**src/rtl/adc_chan_pkg.sv**
```systemverilog
package adc_chan_pkg;
	// ==========================================
	// Register map (link addresses)
	localparam logic [6:0] ADDR_COMMAND = 7'h20;
	localparam logic [6:0] ADDR_STATUS = 7'h21;
	localparam logic [6:0] ADDR_RESULT = 7'h23;
	// ==========================================
	// Field layout and codes
	localparam int REG_W = 24;
	localparam int MODE_LSB = 20;
	localparam int RATE_LSB = 16;
	localparam logic [1:0] MODE_POWERDOWN = 2'h1;
	localparam logic [1:0] MODE_CONVERT = 2'h3;
	localparam logic [1:0] MODE_RESET = MODE_POWERDOWN;
	localparam logic [3:0] RATE_RESET = 4'h0;
	localparam logic [1:0] PD_CONVERTING = 2'h0;
	localparam logic [1:0] PD_STANDBY = 2'h2;
	localparam logic [1:0] PD_IN_RESET = 2'h3;
	localparam logic [1:0] PD_RESET = PD_STANDBY;
	// ==========================================
	// Status word bit positions
	localparam int STA_READY = 0;
	localparam int STA_MODULATOR = 1;
	localparam int STA_PD_LSB = 2;
	localparam int STA_RATE_LSB = 4;
	localparam int STA_ANALOG_OR = 8;
	localparam int STA_DIGITAL_OR = 9;
	localparam int STA_REFERENCE = 14;
	// ==========================================
	// Link frame
	localparam int HDR_BITS = 8;
	localparam int FRAME_BITS = 32;
	localparam logic [5:0] HDR_LAST = 6'h07;
	localparam logic [5:0] FRAME_LAST = 6'h1F;
	localparam logic [5:0] DATA_FIRST = 6'h08;
endpackage

```
**src/rtl/link_if.sv**
```systemverilog
`timescale 1ns/1ps
`default_nettype none
interface link_if;
	logic wrPulse;
	logic rdPulse;
	logic [6:0] addr;
	logic [23:0] wdata;
	logic [23:0] rdata;
	modport link(output wrPulse, output rdPulse, output addr, output wdata, input rdata);
	modport regs(input wrPulse, input rdPulse, input addr, input wdata, output rdata);
endinterface
`default_nettype wire

```
**src/rtl/spi_link_slave.sv**
```systemverilog
`timescale 1ns/1ps
`default_nettype none
module spi_link_slave import adc_chan_pkg::*; (
	// Clock and reset
	input wire logic clk,
	input wire logic srst,
	// Link pins
	input wire logic sclk,
	input wire logic csN,
	input wire logic mosi,
	output logic miso,
	output logic misoEn,
	// Register side
	link_if.link lnk
);
	typedef struct packed {
		logic sclk1;
		logic sclk2;
		logic sclkPrev;
		logic cs1;
		logic cs2;
		logic mosi1;
		logic mosi2;
		logic [5:0] bitCount;
		logic [31:0] shiftIn;
		logic [23:0] shiftOut;
		logic isRead;
		logic loadArm;
		logic loadPending;
		logic misoOut;
		logic misoDrive;
		logic [6:0] addr;
		logic wrPulse;
		logic rdPulse;
		logic [23:0] wdata;
	} link_state_t;

	link_state_t st;
	link_state_t next_st;

	// ==========================================
	// Frame shifter
	always_comb begin
		logic [7:0] header;
		header = 8'h00;
		next_st = st;
		next_st.sclk1 = sclk;
		next_st.sclk2 = st.sclk1;
		next_st.sclkPrev = st.sclk2;
		next_st.cs1 = csN;
		next_st.cs2 = st.cs1;
		next_st.mosi1 = mosi;
		next_st.mosi2 = st.mosi1;
		next_st.wrPulse = 1'b0;
		next_st.rdPulse = 1'b0;
		if (st.loadPending) begin
			next_st.shiftOut = lnk.rdata;
			next_st.loadPending = 1'b0;
		end
		// Read data settles one clock after the read pulse
		if (st.loadArm) begin
			next_st.loadArm = 1'b0;
			next_st.loadPending = 1'b1;
		end
		if (st.cs2) begin
			next_st.bitCount = 6'h00;
			next_st.misoDrive = 1'b0;
			next_st.misoOut = 1'b0;
		end else begin
			next_st.misoDrive = 1'b1;
			if (st.sclk2 && !st.sclkPrev) begin
				next_st.shiftIn = {st.shiftIn[30:0], st.mosi2};
				next_st.bitCount = st.bitCount + 6'h01;
				if (st.bitCount == HDR_LAST) begin
					header = {st.shiftIn[6:0], st.mosi2};
					next_st.addr = header[7:1];
					next_st.isRead = header[0];
					next_st.rdPulse = header[0];
					next_st.loadArm = header[0];
				end
				if (st.bitCount == FRAME_LAST && !st.isRead) begin
					next_st.wrPulse = 1'b1;
					next_st.wdata = {st.shiftIn[22:0], st.mosi2};
				end
			end
			if (!st.sclk2 && st.sclkPrev && st.isRead && st.bitCount >= DATA_FIRST) begin
				next_st.misoOut = st.shiftOut[23];
				next_st.shiftOut = {st.shiftOut[22:0], 1'b0};
			end
		end
	end

	always_ff @(posedge clk) begin
		if (srst) begin
			st <= '0;
			st.cs1 <= 1'b1;
			st.cs2 <= 1'b1;
		end else begin
			st <= next_st;
		end
	end

	assign miso = st.misoOut;
	assign misoEn = st.misoDrive;
	assign lnk.wrPulse = st.wrPulse;
	assign lnk.rdPulse = st.rdPulse;
	assign lnk.addr = st.addr;
	assign lnk.wdata = st.wdata;
endmodule
`default_nettype wire

```
**src/rtl/adc_channel_command_status.sv**
```systemverilog
`timescale 1ns/1ps
`default_nettype none
module adc_channel_command_status import adc_chan_pkg::*; #(
	parameter int RAW_W = 26
) (
	// Clock and reset
	input wire logic clk,
	input wire logic srst,
	// Link pins
	input wire logic sclk,
	input wire logic csN,
	input wire logic mosi,
	output logic miso,
	output logic misoEn,
	// Converter core
	input wire logic sampleValid,
	input wire logic signed [RAW_W-1:0] rawResult,
	input wire logic analogOverrange,
	input wire logic modulatorActive,
	input wire logic adcInReset,
	input wire logic referencePresent,
	// Converter control
	output logic convertEnable,
	output logic powerDown,
	output logic [3:0] rateCode
);
	// ==========================================
	// Result limits
	localparam logic signed [RAW_W-1:0] RESULT_MAX = RAW_W'(24'sh7FFFFF);
	localparam logic signed [RAW_W-1:0] RESULT_MIN = -RAW_W'(24'sh7FFFFF) - RAW_W'(1);

	// ==========================================
	// Register state
	typedef struct packed {
		logic [1:0] adcOpModeField;
		logic [3:0] adcRateCode;
		logic [23:0] adcResultRegister;
		logic resultReady;
		logic modulatorActiveFlag;
		logic [1:0] powerdownStateField;
		logic [3:0] resultRate;
		logic analogOverrangeFlag;
		logic digitalOverrangeFlag;
		logic referencePresentFlag;
		logic [23:0] readData;
		logic convertOut;
		logic powerDownOut;
	} regs_state_t;

	regs_state_t st;
	regs_state_t next_st;
	link_if bus();

	// ==========================================
	// Field helpers
	// status word layout
	function automatic logic [REG_W-1:0] pack_status(input regs_state_t s);
		logic [REG_W-1:0] w;
		w = '0;
		w[STA_READY] = s.resultReady;
		w[STA_MODULATOR] = s.modulatorActiveFlag;
		w[STA_PD_LSB+1:STA_PD_LSB] = s.powerdownStateField;
		w[STA_RATE_LSB+3:STA_RATE_LSB] = s.resultRate;
		w[STA_ANALOG_OR] = s.analogOverrangeFlag;
		w[STA_DIGITAL_OR] = s.digitalOverrangeFlag;
		w[STA_REFERENCE] = s.referencePresentFlag;
		return w;
	endfunction

	function automatic logic [REG_W-1:0] pack_command(input regs_state_t s);
		logic [REG_W-1:0] w;
		w = '0;
		w[MODE_LSB+1:MODE_LSB] = s.adcOpModeField;
		w[RATE_LSB+3:RATE_LSB] = s.adcRateCode;
		return w;
	endfunction

	// ==========================================
	// Decode helpers
	// powerdown state encoding
	function automatic logic [1:0] pd_state(input logic inReset, input logic active);
		logic [1:0] code;
		if (inReset) begin
			code = PD_IN_RESET;
		end else if (active) begin
			code = PD_CONVERTING;
		end else begin
			code = PD_STANDBY;
		end
		return code;
	endfunction

	function automatic logic [REG_W-1:0] clamp_result(input logic signed [RAW_W-1:0] value);
		logic [REG_W-1:0] r;
		if (value > RESULT_MAX) begin
			r = RESULT_MAX[REG_W-1:0];
		end else if (value < RESULT_MIN) begin
			r = RESULT_MIN[REG_W-1:0];
		end else begin
			r = value[REG_W-1:0];
		end
		return r;
	endfunction

	// only the two defined mode codes
	function automatic logic mode_legal(input logic [1:0] m);
		return (m == MODE_POWERDOWN) || (m == MODE_CONVERT);
	endfunction

	// ==========================================
	// Link shifter
	spi_link_slave linkSlave (
		.clk(clk),
		.srst(srst),
		.sclk(sclk),
		.csN(csN),
		.mosi(mosi),
		.miso(miso),
		.misoEn(misoEn),
		.lnk(bus.link)
	);

	// ==========================================
	// Register behaviour
	always_comb begin
		logic [1:0] wrMode;
		logic commandWrite;
		logic resultRead;
		logic outOfRange;
		logic [REG_W-1:0] statusWord;
		logic [REG_W-1:0] commandWord;
		logic [REG_W-1:0] clamped;
		wrMode = bus.wdata[MODE_LSB+1:MODE_LSB];
		commandWrite = bus.wrPulse && (bus.addr == ADDR_COMMAND);
		resultRead = bus.rdPulse && (bus.addr == ADDR_RESULT);
		outOfRange = (rawResult > RESULT_MAX) || (rawResult < RESULT_MIN);
		statusWord = pack_status(st);
		commandWord = pack_command(st);
		clamped = clamp_result(rawResult);
		next_st = st;
		// Command write, rate part always taken
		if (commandWrite) begin
			next_st.adcRateCode = bus.wdata[RATE_LSB+3:RATE_LSB];
			if (!modulatorActive && mode_legal(wrMode)) begin
				next_st.adcOpModeField = wrMode;
			end
		end
		// Read data snapshot at header time
		if (bus.rdPulse) begin
			case (bus.addr)
				ADDR_COMMAND: begin
					next_st.readData = commandWord;
				end
				ADDR_STATUS: begin
					next_st.readData = statusWord;
				end
				ADDR_RESULT: begin
					next_st.readData = st.adcResultRegister;
				end
				default: begin
					next_st.readData = 24'h000000;
				end
			endcase
		end
		if (resultRead) begin
			next_st.resultReady = 1'b0;
		end
		if (sampleValid) begin
			next_st.resultReady = 1'b1;
			next_st.modulatorActiveFlag = modulatorActive;
			next_st.referencePresentFlag = referencePresent;
			next_st.resultRate = st.adcRateCode;
			next_st.analogOverrangeFlag = analogOverrange;
			next_st.digitalOverrangeFlag = outOfRange;
			next_st.adcResultRegister = clamped;
			next_st.powerdownStateField = pd_state(adcInReset, modulatorActive);
		end
		next_st.convertOut = (next_st.adcOpModeField == MODE_CONVERT);
		next_st.powerDownOut = (next_st.adcOpModeField == MODE_POWERDOWN);
	end

	// ==========================================
	// State register
	always_ff @(posedge clk) begin
		if (srst) begin
			st <= '0;
			st.adcOpModeField <= MODE_RESET;
			st.powerDownOut <= 1'b1;
			st.adcRateCode <= RATE_RESET;
			st.powerdownStateField <= PD_RESET;
		end else begin
			st <= next_st;
		end
	end

	// ==========================================
	// Outputs
	assign bus.rdata = st.readData;
	assign convertEnable = st.convertOut;
	assign powerDown = st.powerDownOut;
	assign rateCode = st.adcRateCode;
endmodule
`default_nettype wire

```
**config.mk**
```make
export PLATFORM = sky130hd
export DESIGN_NAME = adc_channel_command_status
export DESIGN_NICKNAME = d
export VERILOG_FILES = /design/src/rtl/adc_chan_pkg.sv /design/src/rtl/link_if.sv /design/src/rtl/spi_link_slave.sv /design/src/rtl/adc_channel_command_status.sv
export SDC_FILE = /design/constraint.sdc
export NUM_CORES = 1
export LEC_CHECK = 0
export BUFFER_PORTS_ARGS = -buffer_cell sky130_fd_sc_hd__buf_2
export CAP_MARGIN = 5
export CORE_ASPECT_RATIO = 1.4
export CORE_MARGIN = 5
export CORE_UTILIZATION = 30
export DETAILED_ROUTE_END_ITERATION = 16
export PLACE_DENSITY = 0.48
export SYNTH_ARGS = -nofsm -noshare
export SYNTH_HDL_FRONTEND = slang
export SYNTH_SLANG_ARGS = --single-unit
```
**constraint.sdc**
```tcl
create_clock -name clk -period 5.65 [get_ports clk]
set_clock_uncertainty 0.2 [all_clocks]
set_input_delay 1.13 -clock clk [delete_from_list [all_inputs] [get_ports clk]]
set_output_delay 1.13 -clock clk [all_outputs]
set_load 0.02 [all_outputs]
```
### After elaboration in Yosys (flattened, before gate mapping)

Cells that the tools add are included.

| word-level totals | value |
|---|---|
| flip-flop bits (word level) | 161 |
| input port bits | 36 |
| word-level logic and storage cells | 86 |

| operators by class | value |
|---|---|
| bitwise logic cells | 3 |
| reductions and logical operators | 21 |
| equality and inequality tests | 9 |
| mux-type cells | 17 |
| add/subtract/negate cells | 1 |
| magnitude comparators | 3 |

Operators by type and width:

| operator | number |
|---|---|
| $mux W24 | 4 |
| $pmux W24 S3 | 1 |
| $gt A26 B24 Y1 const B | 1 |
| $lt A26 B24 Y1 const B | 1 |
| $mux W26 | 1 |
| $eq A7 B6 Y1 const B | 3 |
| $mux W11 | 1 |
| $mux W2 | 5 |
| $logic_and A1 B1 Y1 | 8 |
| $add A6 B1 Y6 const B | 1 |
| $eq A6 B3 Y1 const B | 1 |
| $eq A6 B5 Y1 const B | 1 |
| $ge A6 B4 Y1 const B | 1 |
| $mux W6 | 1 |
| $reduce_and A3 Y1 | 2 |
| $eq A2 B1 Y1 const B | 2 |
| $eq A2 B2 Y1 const B | 2 |
| $logic_not A1 Y1 | 4 |
| $mux W1 | 4 |
| $reduce_or A4 Y1 | 1 |
| $not A1 Y1 | 3 |
| $reduce_or A3 Y1 | 1 |
| $logic_or A1 B1 Y1 | 2 |
| $reduce_and A2 Y1 | 1 |
| 2 further kinds | 2 |

### Depth between registers and ports, before layout

| depth | value |
|---|---|
| depth in word-level cells | 6 |
| depth in mapped cells | 5 |
| mapped depth without buffers | 4 |

### Modules after synthesis

A second synthesis with hierarchy kept.

| unflattened totals | value |
|---|---|
| cells, all modules | 757 |
| area total of the unflattened synthesis | 7,124.3 um2 |

Modules (own cells, without submodules):

| module | instances | area each (um2) | cells each |
|---|---|---|---|
| spi_link_slave | 1 | 4,327.9 | 445 |
| adc_channel_command_status | 1 | 2,796.4 | 312 |

### Worst setup path after synthesis

No wires, ideal clock.

| timing | value |
|---|---|
| path kind | in2reg |
| start point | input sampleValid |
| end point | register st[26] in the netlist's numbering |
| buffers on the path | 2 |
| slack | 3.262 ns |
| cell stages on the path | 4 |
| data required time | 5.322 ns |
| data arrival time | 2.061 ns |
| library setup time | 0.128 ns |
| cells stage by stage | clkbuf_1 buf_1 mux2i_1 nor2_1 |

RTL lines:

| element | line | RTL |
|---|---|---|
| start: declaration | adc_channel_command_status.sv:16 | `input wire logic sampleValid,` |
| end signal: assignment | adc_channel_command_status.sv:192 | `st <= next_st;` |
| end: declaration | adc_channel_command_status.sv:50 | `regs_state_t st;` |

==> results summary <==
The flow ran to the end, and the final reports show no timing, DRC or antenna violations. TritonCTS built the clock tree. Summed over all nets, wire length on met2 after detailed routing comes to 8340 um. By instance count, the leading cell after synthesis is sky130_fd_sc_hd__dfxtp_1. The total via count after detailed routing came out at approximately 4,700. The proportion of netlist area held by the largest area contributor is 0.487.

The first TritonRoute pass finished after 6 iterations. The unique cell type count in the Yosys netlist came out at 43. The wire length of the first global-routing pass came out at approximately 24,000 um.

The synthesized netlist occupies a cell area of just under 6000 um^2. The residual antenna-violating net count after detailed routing came out at 0. The post-route clock period utilization is 0.456. The number of flip-flops and latches in the synthesized netlist is 144. The cell count after synthesis came out at between 600 and 700. The final layout contains routed wiring with a total length of about 15,000 um.

The number of diodes came out at 0. Counting every sink on the clock net gives ~140. The worst setup path is of the input port to register kind. Setup repair after global routing left no endpoint under its margin. Entering global routing, the biggest net connects 71 pins. The minimum setup slack in the final design came out at around 3 ns.

The power per standard cell area came out at approximately 340 nW/um^2. In this run the count of I/O pins placed on the die edge is 44. After detailed routing, the number of remaining DRC violations is 0.

The initial antenna violation count was 0. The iteration-0 DRC count of the detailed router came out at 281. The most used flip-flop cell after synthesis is sky130_fd_sc_hd__dfxtp_1. The critical path data arrival time is around 2.6 ns.

The relative area change from synthesis to final layout is 16.5%. Counting flops with a built-in enable in the synthesized netlist gives 0. The number of buffers added to fix hold violations after cts is 0. Along the worst hold path, the cell count comes to 1. The capturing element type of the critical path is a register.

The fraction of registers with async set or reset after synthesis is 0. The clock root buffer master is sky130_fd_sc_hd__clkbuf_16. The maximum clock frequency is ~0.39 GHz. The worst min-delay path endpoint is linkSlave.st[102].

Signal routing reaches up to met4. The final estimated routing congestion in global placement came out at just under 0.8. The number of buffers inserted to repair setup after CTS is 0.

The effective utilization at floorplan is 0.306. The path class of the tightest hold or removal check is register to register. The static leakage came out at 2.35 nW.

The path depth of the worst reg2reg path came out at 3. Ranked by total cell area, the synthesized netlist is headed by sky130_fd_sc_hd__dfxtp_1 (49%), sky130_fd_sc_hd__a211oi_1 (5.8%), sky130_fd_sc_hd__nand2_1 (5.8%). The clock transition time at the flip-flop clock pins of the worst setup and hold paths is 0.06 ns. The per-cell via count in the routed design came out at just over 5. The x dimension of the die is roughly 130 um. After synthesis, the most frequently instantiated cells are sky130_fd_sc_hd__dfxtp_1 (144), sky130_fd_sc_hd__nand2_1 (91), sky130_fd_sc_hd__a21oi_1 (66). The startpoint identified for the worst register-to-register timing path is linkSlave.lnk.addr[1]. The worst-path maximum fanout is 36. The filler cells instantiated in the layout total just under 2,000.

The total of warnings raised by yosys came out at 0. The buffer levels on the longest clock path is 2. The worst register-to-register path ends at convertEnable. Clock tree synthesis inserted a total of 17 buffers. The wire length on met1 came out at 6050 um. The post-cts resize count is 0. The time the final worst path needs with I/O delays and setup is about 2.6 ns.

The placeable core area came out at approximately 19,000 um^2. The fraction of final layout cells with drive strength greater than 1 is 0.156. The y dimension of the die is between 150 and 200 um. VDD sags by at most around 0.21 mV. The global routing usage summed across all routing layers came out at 0.136. The accumulated negative setup slack came out at 0 ns. The clock latency of the later-clocked register in the worst-skew pair is 0.42 ns. After detailed routing, the average wire length per cell comes to about 16 um. The worst-case setup slack after placement is 2.63 ns.

The routed length on met3 is ~460 um. The final-report hold violation count came out at 0. The critical hold path startpoint is linkSlave.next_st[102]. Detailed placement finished with a half-perimeter wire length of about 10,000 um. The die footprint came out at around 23,000 um^2.

For this run the aggregate overflow at the end of global routing stands at 0. The max-slew violation count is 0. The final layout net count came out at between 700 and 800. The worst path required time is between 5 and 6 ns.

STA classifies the critical path startpoint as an input port. The number of global-route vias before repair is around 4,700. The post-synth net total came out at 700.

The mean cell area of the mapped netlist came out at around 8.9 um^2. The H-tree generated during clock tree synthesis spans 4 levels. The number of buffers added on ports is 43.

The total number of placement rows came out at 60. The count of final setup violators came out at 0. The share of synthesized area occupied by flip-flops and latches is 0.487. In this run the tightest slew margin relative to its limit is 0.323. The number of maximum-capacitance violations came out at 0.

The register-to-register setup slack is around 3.2 ns. The biggest area contributor in the post-synthesis netlist is sky130_fd_sc_hd__dfxtp_1. The transition time at the pin with the least slew margin came out at 1.01 ns.
[per-stage QoR]
stage	total power [mW]	utilization	hold WS [ns]	cell area (um^2)	instances
3_3_place_gp	1.15	0.323	0.194	6250	896
2_1_floorplan	1.12	-	0.189	5920	662
4_1_cts	2.40	0.356	0.209	6900	926
3_5_place_dp	1.15	0.323	0.196	6250	896
6_report	2.37	0.356	0.207	6900	926
5_1_grt	2.45	0.356	0.225	6900	926
[per-layer routing]
metal | global-route usage | vias to the layer above
met5 | 0 | -
met4 | 0.0609 | 0
met3 | 0.0294 | 23
met2 | 0.251 | 81
met1 | 0.144 | 2255
li1 | - | 2383
[cells by family (layout without fill, tap and decap cells)]
logic type / after synthesis / in the layout / share of synthesized area
multiplexers: 47 / 47 / 0.0822
flip-flops: 144 / 144 / 0.487
adder cells (fa/ha/maj): 2 / 2 / 0.00422
AO/OA/AOI/OAI: 150 / 150 / 0.161
XOR/XNOR: 1 / 1 / 0.00148
buffers and inverters: 71 / 87 / 0.0494
AND/OR/NAND/NOR: 247 / 247 / 0.215
[power breakdown]
part / switching [mW] / internal, mW
registers: 0.0109 / 1.03
clock network: 0.416 / 0.830
logic: 0.0508 / 0.0295
total: 0.478 / 1.89
[critical path, stage by stage]
cell and delay [ns]:
sky130_fd_sc_hd__buf_2 0.55, sky130_fd_sc_hd__o21a_1 0.76, sky130_fd_sc_hd__a211oi_1 0.18
[registers in the layout, summed over array words and instances, names as in the netlist]
register	cells
bus.rdata	24
linkSlave.st	56
convertEnable	1
powerDown	1
rateCode	4
linkSlave.miso	1
st	37
linkSlave.lnk.wdata	6
linkSlave.misoEn	1
linkSlave.lnk.wrPulse	1
linkSlave.lnk.addr	7
linkSlave.next_st	4
linkSlave.lnk.rdPulse	1
[placed cells by master (no fill, tap or decap), types with 4 or more instances in the layout]
cell type                   netlist  final
sky130_fd_sc_hd__a21oi_1         66     66
sky130_fd_sc_hd__mux2i_1         34     34
sky130_fd_sc_hd__nor3b_1          9      8
sky130_fd_sc_hd__nand2_1         91     91
sky130_fd_sc_hd__nor3_1           4      4
sky130_fd_sc_hd__buf_4            4      8
sky130_fd_sc_hd__nor2b_1          7      7
sky130_fd_sc_hd__buf_2            3     42
sky130_fd_sc_hd__nand3_1         16     16
sky130_fd_sc_hd__clkbuf_16        0     17
sky130_fd_sc_hd__nor4_1          24     24
sky130_fd_sc_hd__a211oi_1        46     46
sky130_fd_sc_hd__inv_1            7      7
sky130_fd_sc_hd__bufinv_16        0      6
sky130_fd_sc_hd__nand4_1         14     14
sky130_fd_sc_hd__dfxtp_1        144    144
sky130_fd_sc_hd__nor2_1          43     43
sky130_fd_sc_hd__mux2_2          13     13
sky130_fd_sc_hd__o211ai_1         6      6
sky130_fd_sc_hd__clkinv_2         0      4
sky130_fd_sc_hd__a32oi_1          6      6
sky130_fd_sc_hd__o21ai_0          8      8
sky130_fd_sc_hd__and3_1           7      7
sky130_fd_sc_hd__o31ai_1         14     14
sky130_fd_sc_hd__nand4b_1         5      5
sky130_fd_sc_hd__or3_1            8      8
[final cells by class]
cell class                 instances  area [um^2]  area share
clock buffer                      18          439      0.0636
clock inverter                    12          215      0.0312
inverter                           7         26.3     0.00381
multi-input combinational        447         2760       0.400
sequential                       144         2880       0.418
tap                              248          310      0.0449
timing repair buffer              50          270      0.0391
[worst max-delay path by stage]
stage	to	from	cells past startpoint	slack, ns
5_1_grt	st[39]	sampleValid	3	2.94
3_3_place_gp	st[40]	sampleValid	3	2.70
6_report	st[59]	sampleValid	3	3.07
3_5_place_dp	st[41]	sampleValid	3	2.63
4_1_cts	st[59]	sampleValid	3	3.07
2_1_floorplan	st[26]	sampleValid	4	3.26
Power figures use the tool's default switching activity.
